==> config.mk <==
export PLATFORM = sky130hd
export DESIGN_NAME = jasc_top
export DESIGN_NICKNAME = d
export VERILOG_FILES = /design/src/verilog/jasc_pkg.sv /design/src/verilog/jasc_scale.sv /design/src/verilog/jasc_top.sv
export SDC_FILE = /design/constraint.sdc
export NUM_CORES = 2
export LEC_CHECK = 0
export BUFFER_PORTS_ARGS = -buffer_cell sky130_fd_sc_hd__buf_2
export CAP_MARGIN = 10
export CELL_PAD_IN_SITES_DETAIL_PLACEMENT = 0
export CELL_PAD_IN_SITES_GLOBAL_PLACEMENT = 1
export CORE_AREA = 8 8 345 347
export CTS_BUF_LIST = sky130_fd_sc_hd__clkbuf_16
export CTS_CLUSTER_DIAMETER = 150
export DETAILED_ROUTE_END_ITERATION = 10
export DIE_AREA = 0 0 353 355
export GPL_TIMING_DRIVEN = 1
export HOLD_SLACK_MARGIN = 0.02
export PLACE_DENSITY_LB_ADDON = 0.1
export SYNTH_ARGS = -nofsm -noshare
export SYNTH_HDL_FRONTEND = slang
export SYNTH_SLANG_ARGS = --single-unit
==> constraint.sdc <==
create_clock -name i_mclk -period 67.9 [get_ports i_mclk]
set_input_delay 3.395 -clock i_mclk [delete_from_list [all_inputs] [get_ports i_mclk]]
set_output_delay 3.395 -clock i_mclk [all_outputs]
set_load 0.02 [all_outputs]
==> src/verilog/jasc_pkg.sv <==
package jasc_pkg;

  // ==========================================================================
  // Timing and conversion
  // ==========================================================================
  localparam int CLK_PERIOD_NS = 10;
  localparam int STOP_TIME_NS  = 1000;
  localparam int STOP_CYCLES   = (STOP_TIME_NS + CLK_PERIOD_NS - 1) / CLK_PERIOD_NS;
  localparam int ADC_FULL      = 2047;

  // ==========================================================================
  // Register word addresses
  // ==========================================================================
  localparam logic [3:0] A_CTRL     = 4'h0;
  localparam logic [3:0] A_JOG_SLOW = 4'h1;
  localparam logic [3:0] A_JOG_FAST = 4'h2;
  localparam logic [3:0] A_JOG_ILIM = 4'h3;
  localparam logic [3:0] A_MOT_IPK  = 4'h4;
  localparam logic [3:0] A_AMP_IPK  = 4'h5;
  localparam logic [3:0] A_TOP_SPD  = 4'h6;
  localparam logic [3:0] A_SPD_FS   = 4'h7;
  localparam logic [3:0] A_CUR_FS   = 4'h8;
  localparam logic [3:0] A_SPD_LIM  = 4'h9;
  localparam logic [3:0] A_CUR_LIM  = 4'hA;
  localparam logic [3:0] A_STATUS   = 4'hB;

  // ==========================================================================
  // Field positions
  // ==========================================================================
  localparam int CTRL_JOG_CW   = 0;
  localparam int CTRL_JOG_CCW  = 1;
  localparam int CTRL_JOG_FAST = 2;
  localparam int CTRL_AUTO_CUR = 3;
  localparam int PIN_AUTO      = 0;
  localparam int PIN_CCW       = 1;
  localparam int PIN_CW        = 2;
  localparam int PIN_FAST      = 3;

  // ==========================================================================
  // Reset values
  // ==========================================================================
  localparam logic [3:0]  RST_CTRL     = 4'h0;
  localparam logic [15:0] RST_JOG_SLOW = 16'h0064;
  localparam logic [15:0] RST_JOG_FAST = 16'h01F4;
  localparam logic [15:0] RST_JOG_ILIM = 16'h0064;
  localparam logic [15:0] RST_MOT_IPK  = 16'h03E8;
  localparam logic [15:0] RST_AMP_IPK  = 16'h03E8;
  localparam logic [15:0] RST_TOP_SPD  = 16'h1770;
  localparam logic [15:0] RST_SPD_FS   = 16'h0BB8;
  localparam logic [15:0] RST_CUR_FS   = 16'h012C;
  localparam logic [15:0] RST_SPD_LIM  = 16'h1770;
  localparam logic [15:0] RST_CUR_LIM  = 16'h03E8;

  // ==========================================================================
  // Types
  // ==========================================================================
  typedef enum logic [3:0] {
    JASC_STOP = 4'b0001,
    JASC_MAN  = 4'b0010,
    JASC_JOG  = 4'b0100,
    JASC_AUTO = 4'b1000
  } jasc_state_t;

  typedef struct packed {
    logic [3:0]  addr;
    logic [15:0] wdata;
    logic        wr;
    logic        rd;
  } jasc_bus_t;

  typedef struct packed {
    logic               speed_ctrl;
    logic               current_ctrl;
    logic signed [15:0] speed;
    logic signed [15:0] current;
    logic [15:0]        ilim;
  } jasc_cmd_t;

  typedef struct packed {
    logic [15:0] jog_slow;
    logic [15:0] jog_fast;
    logic [15:0] jog_ilim;
    logic [15:0] mot_ipk;
    logic [15:0] amp_ipk;
    logic [15:0] top_spd;
    logic [15:0] spd_fs;
    logic [15:0] cur_fs;
    logic [15:0] spd_lim;
    logic [15:0] cur_lim;
  } jasc_cfg_t;

  localparam jasc_cfg_t CFG_RST = '{RST_JOG_SLOW, RST_JOG_FAST, RST_JOG_ILIM, RST_MOT_IPK, RST_AMP_IPK,
                                    RST_TOP_SPD, RST_SPD_FS, RST_CUR_FS, RST_SPD_LIM, RST_CUR_LIM};

  // ==========================================================================
  // Shared arithmetic
  // ==========================================================================
  // Smaller of two unsigned magnitudes.
  function automatic logic [15:0] min_u(input logic [15:0] a, input logic [15:0] b);
    return (a < b) ? a : b;
  endfunction

  // Sign extension to the working width.
  function automatic logic signed [17:0] sx(input logic signed [15:0] v);
    return {{2{v[15]}}, v};
  endfunction

  // Clamps to plus or minus a magnitude; the magnitude saturates at the signed range.
  function automatic logic signed [15:0] clamp_s(input logic signed [17:0] v, input logic [15:0] lim);
    logic signed [17:0] l;
    logic signed [17:0] n;
    l = $signed({3'b000, (lim[15] ? 15'h7FFF : lim[14:0])});
    n = -l;
    if (v > l) begin
      return l[15:0];
    end else if (v < n) begin
      return n[15:0];
    end
    return v[15:0];
  endfunction

endpackage

==> src/verilog/jasc_scale.sv <==
`timescale 1ns/1ps
module jasc_scale (
  input  wire logic signed [11:0] i_sample,
  input  wire logic        [15:0] i_full,
  input  wire logic        [15:0] i_lim,
  output logic signed      [15:0] o_value
);
  import jasc_pkg::*;

  localparam logic signed [28:0] DIV = 29'(ADC_FULL);

  logic signed [28:0] prod;
  logic signed [28:0] quo;

  // ==========================================================================
  // Proportional scaling
  // ==========================================================================
  // A true divide keeps the full-scale code exact; a shift would lose counts at the top, two at the reset speed full scale of 3000.
  always_comb begin
    prod    = i_sample * $signed({1'b0, i_full});
    quo     = prod / DIV;
    o_value = clamp_s(quo[17:0], i_lim);
  end

endmodule

==> src/verilog/jasc_top.sv <==
`timescale 1ns/1ps
// Behaviour
// - Manual jog mode always runs the motor under speed control.
// - Exactly two jog speeds, commanded by software, handheld unit or jog pins.
// - Counter-clockwise jog request moves the motor counter-clockwise; a negative jog speed setting runs it clockwise instead.
// - Clockwise jog request moves the motor clockwise; a negative jog speed setting runs it counter-clockwise instead.
// - Speed select high picks the fast jog speed, low picks slow.
// - Jog speeds are signed and bounded by the motor top speed.
// - Jogging limits current to the jog limit, at most the maximum current.
// - Maximum current is the smaller of motor and amplifier peak currents.
// - Analog speed or current control only in automatic operation.
// - Analog setpoint sampled every clock with 12-bit resolution.
// - Enabled amplifier follows scaled analog at once, or an active input device.
// - Automatic speed and current commands are clamped by the two configured limits; jog speeds only by the top speed.
// - Target speed is proportional to the input, full scale at 10 V.
// - Speed full scale resets to 3000 rpm, range zero to top speed.
// - A jog starts only at standstill with no fault present.
// - Changing between manual and automatic stops briefly, then loads the new mode.
module jasc_top (
  input  wire logic                  i_mclk,
  input  wire logic                  i_rst_b,
  input  wire jasc_pkg::jasc_bus_t   i_bus,
  output logic [15:0]                o_rdata,
  input  wire logic [3:0]            i_pins,
  input  wire logic                  i_standstill,
  input  wire logic                  i_fault,
  input  wire logic                  i_amp_en,
  input  wire logic                  i_dev_active,
  input  wire logic signed [15:0]    i_dev_value,
  input  wire logic signed [11:0]    i_adc,
  output jasc_pkg::jasc_cmd_t        o_cmd,
  output jasc_pkg::jasc_state_t      o_state
);
  import jasc_pkg::*;

  localparam logic [7:0] STOP_LOAD = 8'(STOP_CYCLES - 1);

  typedef struct packed {
    logic [3:0]  pin_s1;
    logic [3:0]  pin_s2;
    logic [3:0]  ctrl;
    jasc_cfg_t   cfg;
    jasc_state_t state;
    logic [7:0]  stop_cnt;
    logic [15:0] rdata;
    jasc_cmd_t   cmd;
  } jasc_st_t;

  jasc_st_t s_q;
  jasc_st_t s_d;

  logic               auto_s;
  logic               cw_req;
  logic               ccw_req;
  logic               fast_req;
  logic               dir_ok;
  logic [15:0]        max_cur;
  logic [15:0]        jog_ilim;
  logic [15:0]        spd_lim;
  logic [15:0]        cur_lim;
  logic [15:0]        spd_fs;
  logic [15:0]        cur_fs;
  logic signed [15:0] jog_mag;
  logic signed [15:0] jog_spd;
  logic signed [15:0] dev_spd;
  logic signed [15:0] dev_cur;
  logic signed [15:0] auto_spd;
  logic signed [15:0] auto_cur;

  // ==========================================================================
  // Derived limits and requests
  // ==========================================================================
  // Pins are read only from the second synchroniser stage; the register bits act as the
  // software and handheld jog buttons and are simply ORed with the pins.
  assign auto_s   = s_q.pin_s2[PIN_AUTO];
  assign cw_req   = s_q.pin_s2[PIN_CW] | s_q.ctrl[CTRL_JOG_CW];
  assign ccw_req  = s_q.pin_s2[PIN_CCW] | s_q.ctrl[CTRL_JOG_CCW];
  assign fast_req = s_q.pin_s2[PIN_FAST] | s_q.ctrl[CTRL_JOG_FAST];
  assign dir_ok   = cw_req ^ ccw_req;
  assign max_cur  = min_u(s_q.cfg.mot_ipk, s_q.cfg.amp_ipk);
  assign jog_ilim = min_u(s_q.cfg.jog_ilim, max_cur);
  assign spd_lim  = min_u(s_q.cfg.spd_lim, s_q.cfg.top_spd);
  assign cur_lim  = min_u(s_q.cfg.cur_lim, max_cur);
  assign spd_fs   = min_u(s_q.cfg.spd_fs, s_q.cfg.top_spd);
  assign cur_fs   = min_u(s_q.cfg.cur_fs, max_cur);
  assign jog_mag  = fast_req ? s_q.cfg.jog_fast : s_q.cfg.jog_slow;
  // A counter-clockwise request negates the signed setting, so a negative setting reverses both.
  assign jog_spd  = clamp_s(cw_req ? sx(jog_mag) : -sx(jog_mag), s_q.cfg.top_spd);
  assign dev_spd  = clamp_s(sx(i_dev_value), spd_lim);
  assign dev_cur  = clamp_s(sx(i_dev_value), cur_lim);

  // ==========================================================================
  // Analog scaling
  // ==========================================================================
  // The converter word is taken fresh every clock with no filtering.
  jasc_scale u_spd_scale (
    .i_sample (i_adc),
    .i_full   (spd_fs),
    .i_lim    (spd_lim),
    .o_value  (auto_spd)
  );

  jasc_scale u_cur_scale (
    .i_sample (i_adc),
    .i_full   (cur_fs),
    .i_lim    (cur_lim),
    .o_value  (auto_cur)
  );

  // ==========================================================================
  // Next state
  // ==========================================================================
  // Bus, synchronisers and mode sequencer all update one copy of the state.
  always_comb begin
    s_d        = s_q;
    s_d.pin_s1 = i_pins;
    s_d.pin_s2 = s_q.pin_s1;
    s_d.rdata  = 16'h0000;
    if (i_bus.wr) begin
      case (i_bus.addr)
        A_CTRL:     s_d.ctrl         = i_bus.wdata[3:0];
        A_JOG_SLOW: s_d.cfg.jog_slow = i_bus.wdata;
        A_JOG_FAST: s_d.cfg.jog_fast = i_bus.wdata;
        A_JOG_ILIM: s_d.cfg.jog_ilim = i_bus.wdata;
        A_MOT_IPK:  s_d.cfg.mot_ipk  = i_bus.wdata;
        A_AMP_IPK:  s_d.cfg.amp_ipk  = i_bus.wdata;
        A_TOP_SPD:  s_d.cfg.top_spd  = i_bus.wdata;
        A_SPD_FS:   s_d.cfg.spd_fs   = i_bus.wdata;
        A_CUR_FS:   s_d.cfg.cur_fs   = i_bus.wdata;
        A_SPD_LIM:  s_d.cfg.spd_lim  = i_bus.wdata;
        A_CUR_LIM:  s_d.cfg.cur_lim  = i_bus.wdata;
        default: begin
        end
      endcase
    end
    if (i_bus.rd) begin
      case (i_bus.addr)
        A_CTRL:     s_d.rdata = {12'h000, s_q.ctrl};
        A_JOG_SLOW: s_d.rdata = s_q.cfg.jog_slow;
        A_JOG_FAST: s_d.rdata = s_q.cfg.jog_fast;
        A_JOG_ILIM: s_d.rdata = s_q.cfg.jog_ilim;
        A_MOT_IPK:  s_d.rdata = s_q.cfg.mot_ipk;
        A_AMP_IPK:  s_d.rdata = s_q.cfg.amp_ipk;
        A_TOP_SPD:  s_d.rdata = s_q.cfg.top_spd;
        A_SPD_FS:   s_d.rdata = s_q.cfg.spd_fs;
        A_CUR_FS:   s_d.rdata = s_q.cfg.cur_fs;
        A_SPD_LIM:  s_d.rdata = s_q.cfg.spd_lim;
        A_CUR_LIM:  s_d.rdata = s_q.cfg.cur_lim;
        A_STATUS:   s_d.rdata = {9'h000, auto_s, s_q.cmd.current_ctrl, s_q.cmd.speed_ctrl, s_q.state};
        default:    s_d.rdata = 16'h0000;
      endcase
    end
    // Safe default: speed control at zero speed with the full current envelope.
    s_d.cmd.speed_ctrl   = 1'b1;
    s_d.cmd.current_ctrl = 1'b0;
    s_d.cmd.speed        = 16'sh0000;
    s_d.cmd.current      = 16'sh0000;
    s_d.cmd.ilim         = max_cur;
    case (s_q.state)
      JASC_STOP: begin
        // The hold time runs first, then the motor must really stand before the new mode is taken.
        if (s_q.stop_cnt != 8'h00) begin
          s_d.stop_cnt = s_q.stop_cnt - 8'h01;
        end else if (i_standstill) begin
          s_d.state = auto_s ? JASC_AUTO : JASC_MAN;
        end
      end
      JASC_MAN: begin
        s_d.cmd.ilim = jog_ilim;
        if (auto_s) begin
          s_d.state    = JASC_STOP;
          s_d.stop_cnt = STOP_LOAD;
        end else if (dir_ok && i_standstill && !i_fault) begin
          s_d.state = JASC_JOG;
        end
      end
      JASC_JOG: begin
        s_d.cmd.ilim = jog_ilim;
        if (auto_s) begin
          s_d.state    = JASC_STOP;
          s_d.stop_cnt = STOP_LOAD;
        end else if (!dir_ok || i_fault) begin
          s_d.state = JASC_MAN;
        end else begin
          s_d.cmd.speed = jog_spd;
        end
      end
      JASC_AUTO: begin
        s_d.cmd.ilim = cur_lim;
        if (!auto_s) begin
          s_d.state    = JASC_STOP;
          s_d.stop_cnt = STOP_LOAD;
        end else if (s_q.ctrl[CTRL_AUTO_CUR]) begin
          // Speed and current selection may change here without a stop.
          s_d.cmd.speed_ctrl   = 1'b0;
          s_d.cmd.current_ctrl = 1'b1;
          if (i_amp_en) begin
            s_d.cmd.current = i_dev_active ? dev_cur : auto_cur;
          end
        end else if (i_amp_en) begin
          s_d.cmd.speed = i_dev_active ? dev_spd : auto_spd;
        end
      end
      default: begin
        s_d.state    = JASC_STOP;
        s_d.stop_cnt = STOP_LOAD;
      end
    endcase
  end

  // ==========================================================================
  // State register
  // ==========================================================================
  // Reset lands in the stop state so a live auto select is only acted on after a standstill.
  always_ff @(posedge i_mclk or negedge i_rst_b) begin
    if (!i_rst_b) begin
      s_q          <= '0;
      s_q.ctrl     <= RST_CTRL;
      s_q.cfg      <= CFG_RST;
      s_q.state    <= JASC_STOP;
      s_q.stop_cnt <= STOP_LOAD;
    end else begin
      s_q <= s_d;
    end
  end

  assign o_rdata = s_q.rdata;
  assign o_cmd   = s_q.cmd;
  assign o_state = s_q.state;
endmodule
# Word level (Yosys, flattened, before mapping)
# Index checks and enable logic that the tools add are counted.
word_totals:
  regBits: 250
  inputBits: 60
  output_inout_bits: 70
classes:
  add_sub_neg: 5
  multipliers: 2
  div: 2
  n_lt_le_gt_ge: 16
  n_eq_ne: 21
  mux: 63
  bitwise_logic: 4
  n_reduce_logical: 21
op_table:
  columns: ["op", "count"]
  rows:
  - ["16-bit two-way mux", 32]
  - ["16-bit one-hot mux with 12 select lines", 1]
  - ["16-bit < comparator", 6]
  - ["16-bit one-hot mux with 2 select lines", 2]
  - ["29-bit by 12-bit divider with 29-bit output, second input constant", 2]
  - ["12-bit by 17-bit multiplier with 29-bit output", 2]
  - ["18-bit by 16-bit greater-than comparator with 1-bit output", 3]
  - ["18-bit < comparator", 3]
  - ["15-bit negation with 18-bit output", 3]
  - ["12-bit one-hot mux with 4 select lines", 1]
  - ["15-bit two-way mux", 3]
  - ["16-bit by 18-bit < comparator with 1-bit output", 2]
  - ["34-bit two-way mux", 1]
  - ["16-bit greater-than comparator", 2]
  - ["4-bit two-way mux", 7]
  - ["2-bit AND reduction", 12]
  - ["4-bit by 3-bit equality test with 1-bit output, second input constant", 5]
  - ["4-bit equality test, second input constant", 5]
  - ["18-bit two-way mux", 1]
  - ["16-bit negation with 18-bit output", 1]
  - ["8-bit two-way mux", 2]
  - ["4-bit by 2-bit equality test with 1-bit output, second input constant", 3]
  - ["12-bit two-way mux", 1]
  - ["1-bit two-way mux", 10]
  - ["other kinds (14)", 24]

# Depth between registers and ports, before layout
logic_depth:
  depth_word: 15
  depth_mapped: 133
  mapped_depth_nobuf: 114

# Hierarchy
# Synthesis repeated with hierarchy kept, for this count alone.
unflattened:
  cells_unflattened: 6562
  hier_area_um2: 52180.0
by_module_without_submodules:
  columns: ["mod", "instances", "cells_per_inst", "area_each_um2", "seq_area_each_um2"]
  rows:
  - ["jasc_top", 1, 2150, 20101.8, 6331.1]
  - ["jasc_scale at u_cur_scale", 1, 2249, 16364.4, 0.0]
  - ["jasc_scale at u_spd_scale", 1, 2163, 15713.8, 0.0]

# Worst setup path after synthesis
# OpenSTA, ideal clock, no wires.
synth_path:
  kind: "reg-to-reg"
  from: "reg s_q[167] in the netlist's numbering"
  to: "reg s_q, in the netlist o_cmd[20]"
  arrival_time_ns: 27.613
  t_required_ns: 67.774
  path_slack_ns: 40.161
  stages_incl_launch_ff: 125
  n_path_buf: 14
  period_less_slack_ns: 27.739
  cell_sequence: "dfstp_2 inv_1 ha_1 nand2_1 or3_1 o31ai_1 or2_1 buf_2 buf_1 mux2_2 inv_1 ha_1 nand4_1 nor4_1 nand2_1 or4_1 a221o_1 nand3_1 (+89 left out) o21ai_0 nand2b_1 a21oi_1 nor2b_1 o21ai_0 nand2b_1 a21oi_1 nor2b_1 o21ai_0 nand2b_1 a21oi_1 nor2b_1 o21ai_0 a31oi_1 inv_1 clkbuf_1 a2111oi_0 a311o_1"
synth_rtl:
  columns: ["item", "line", "rtl"]
  rows:
  - ["from (decl)", "jasc_top.sv:49", "jasc_st_t s_q;"]

==> key figures <==
Drt
  – Detailed Route Iter0 Violations: 4537
  – Post-detailed-route DRC marker count: 0
  – Total number of vias: 49499
  – Detailed-routing iteration count for the pre-antenna-repair pass: 7
  – Routed wire length: 186600 µm
  – Wire length per cell after detailed routing: 23.74 µm
  – Met1 Routed Length: 83990 µm
  – Routed met2 length: 82810 µm
  – Highest routing layer actually used: met4
  – Detailed-routed wire length on met3: 12040 µm
  – Final antenna-violating net count: 0
  – Via density per instance: 6.296

Clock tree
  – Latest clock arrival within the worst-skew pair: 0.59 ns
  – TritonCTS clock tree: built
  – CTS Root Buffer Type: sky130_fd_sc_hd__clkbuf_16
  – Maximum count of clock buffers along a single path: 3
  – Worst-path clk slew: 0.07 ns
  – Post-CTS setup buffers: 0
  – Number of hold buffers added after cts: 0
  – Clk sink count: 250
  – H-Tree Depth: 1
  – Total of cells resized after clock tree synthesis: 0
  – Total clock buffers created by CTS: 27

Setup path
  – Required @ worst endpoint: 68.34 ns
  – CP startpoint kind: flop
  – Biggest cell delay along the critical path: 0.93 ns
  – CP most frequent cell: sky130_fd_sc_hd__a21oi_1
  – Max Fanout on Critical Path: 32
  – Data arrival time of the worst path: 33.85 ns
  – Category of the critical setup timing path: reg2reg
  – Element type at the critical path end: flop
  – Slowest cell on the critical path: sky130_fd_sc_hd__o21ai_1

Yosys
  – Post-synthesis xor/xnor area fraction: 4.949%
  – Number of warnings printed during yosys synthesis: 0
  – Simple-gate portion of the synthesized area: 23.47%
  – Unique cell type count in the Yosys netlist: 143
  – Total standard cell area after synthesis: 50540 µm²
  – Library cell with the largest summed area after synthesis: sky130_fd_sc_hd__fa_1
  – Dominant cells by area after synthesis: sky130_fd_sc_hd__fa_1 (11%), sky130_fd_sc_hd__ha_1 (10%), sky130_fd_sc_hd__dfrtp_1 (9.4%), sky130_fd_sc_hd__nand2_1 (4.7%), sky130_fd_sc_hd__mux2_2 (4.5%)
  – Combinational family with the most area after synthesis: compound AO/OA/AOI/OAI gates
  – Number of nets produced by synthesis: 7197
  – Most used standard cells in the synthesized netlist: sky130_fd_sc_hd__nand2_1 (629), sky130_fd_sc_hd__nor2_1 (515), sky130_fd_sc_hd__inv_1 (483)
  – Asr flop ratio synth: 100.0%
  – Post-synthesis average cell area: 7.859 µm²
  – Count of flip-flops with a built-in enable after synthesis: 0
  – Synth Register Bits: 250
  – Gate count after technology mapping: 6431
  – Top FF cell, synth: sky130_fd_sc_hd__dfrtp_1
  – Area share of the leading cell type in the synthesized netlist: 11.17%
  – Post-synthesis adder-cell area fraction: 21.79%
  – Register area share after synthesis: 12.53%
  – Multiplexer fraction of the synthesized cell area: 6.682%
  – Cell with the most instances after synthesis: sky130_fd_sc_hd__nand2_1
  – Synthesized-area fraction occupied by ao, oa, aoi and oai cells: 23.59%

Placement
  – Count of buffers inserted at the top-level ports: 129
  – DPL Wire Length: 150400 µm
  – Weighted congestion at the end of routability-driven global placement: 0.9641
  – Post-place instance area: 52200 µm²

Final layout
  – Nets@finish: 7083
  – Final design instance area without fill: 53130 µm²
  – Share of cells above drive strength 1: 11.55%
  – Number of filler instances in the final layout: 11576
  – Layout Area Growth over Synthesis: 5.130%

Die
  – Die boundary height: 355 µm
  – Die W: 353 µm
  – Placeable core region: 113600 µm²
  – Boundary Pins: 130
  – Total die area: 125300 µm²
  – FP Rows: 124
  – Initial standard-cell utilization of the core: 44.50%

STA
  – Largest clock skew in the final design: 0.01517 ns
  – Period Utilization, post-route: 49.20%
  – Setup-violating endpoint count in the final report: 0
  – Final Slew Violations: 0
  – Worst Tran Pin Value: 1.214 ns
  – TNS Setup: 0 ns
  – Max-slew headroom: 18.69%
  – Highest clock frequency the design can meet: 29.93 MHz
  – Time the final worst path needs with I/O delays and setup: 33.41 ns
  – Unrepaired setup endpoints after global routing: false
  – Final hold violation count: 0

GRT
  – Overall routing resource usage: 28.55%
  – Number of global-route vias before repair: 47686
  – Wire length of the first global-routing pass: 289300 µm
  – Remaining Overflow, GRT: 0
  – Number of antenna violations at the first check in global routing: 10
  – Maximum number of pins on one net before global-route repair: 155

Hold path
  – Hold WC Path Type: reg2reg

Run status
  – Status: finished clean

Flow run
  – Maximum Capacitance Violations: 0
## logic make-up after synthesis
logic type / Yosys count
fa+ha+maj: 712
xor+xnor: 283
mux: 310
compound gates: 1701
simple gates: 2328
flops: 250
buf+inv: 847
## area by class of cell
cell class / count / area [µm²] / share of cell area (%)
Tap cell: 1512 / 1892 / 3.561
Timing Repair Buffer: 220 / 1351 / 2.543
Antenna cell: 12 / 30.03 / 0.05652
Clock inverter: 23 / 229.0 / 0.4310
Clock buffer: 27 / 675.6 / 1.272
Multi-Input combinational cell: 5334 / 40810 / 76.80
Sequential cell: 250 / 6331 / 11.92
Inverter: 484 / 1817 / 3.419
## sequential cells by signal, indices dropped and copies added (netlist names)
name and flops:
auto_s 1, s_q 175, s_d 4, o_cmd 50, o_state 4, o_rdata 16
## final timing paths
path / startpoint / end / slack (ns) / depth (start not counted)
max reg2reg: s_q[173]$_DFFE_PN0P_ / o_cmd[18]$_DFF_PN0_ / 34.49 / 108
max in group asynchronous: i_rst_b / o_cmd[43]$_DFF_PN0_ / 63.72 / 2
min reg2reg: s_d[244]$_DFF_PN0_ / s_q[244]$_DFF_PN0_ / 0.36 / 0
min: s_d[244]$_DFF_PN0_ / s_q[244]$_DFF_PN0_ / 0.36 / 0
min in group asynchronous: i_rst_b / s_q[198]$_DFFE_PN0P_ / 2.82 / 1
max: s_q[173]$_DFFE_PN0P_ / o_cmd[18]$_DFF_PN0_ / 34.49 / 108
## worst max-delay path, delay by kind of cell (launching register included)
family | cells | cell delay (ns)
fa+ha+maj | 10 | 3.66
simple gates | 36 | 9.74
mux | 5 | 2.10
buf+inv | 9 | 2.12
flops | 1 | 0.39
compound gates | 45 | 14.07
xor+xnor | 3 | 1.08
## per-layer routing
layer / vias to the layer above / global-route usage [%]
li1: 23051 / -
met1: 24299 / 39.46
met2: 1837 / 45.57
met3: 312 / 3.488
met4: 0 / 10.88
met5: - / 0
## stage by stage
stage / cells / worst slack [ns] / utilization (%) / hold WS [ns]
2_1_floorplan: 6431 / 40.16 / - / 0.3312
6_report: 7862 / 34.49 / 46.78 / 0.3557
3_5_place_dp: 7800 / 34.89 / 45.96 / 0.3355
4_1_cts: 7850 / 34.78 / 46.76 / 0.3576
5_1_grt: 7857 / 31.63 / 46.77 / 0.3598
3_3_place_gp: 7800 / 35.08 / 45.96 / 0.3359
## layout by cell type (no fill, tap or decap), drive strengths merged, types with 79 or more instances in the layout
master,instances
a21oi,362
a31oi,105
and2,184
buf,220
dfrtp,190
fa,282
ha,424
inv,489
mux2,204
mux2i,106
nand2,630
nand2b,93
nand3,167
nand4,79
nor2,519
nor2b,83
nor3,184
o211ai,79
o21ai,324
xnor2,192
xor2,91
Power is not shown: default switching activity piles up to over one toggle a cycle in this logic, so the estimate is an artifact.
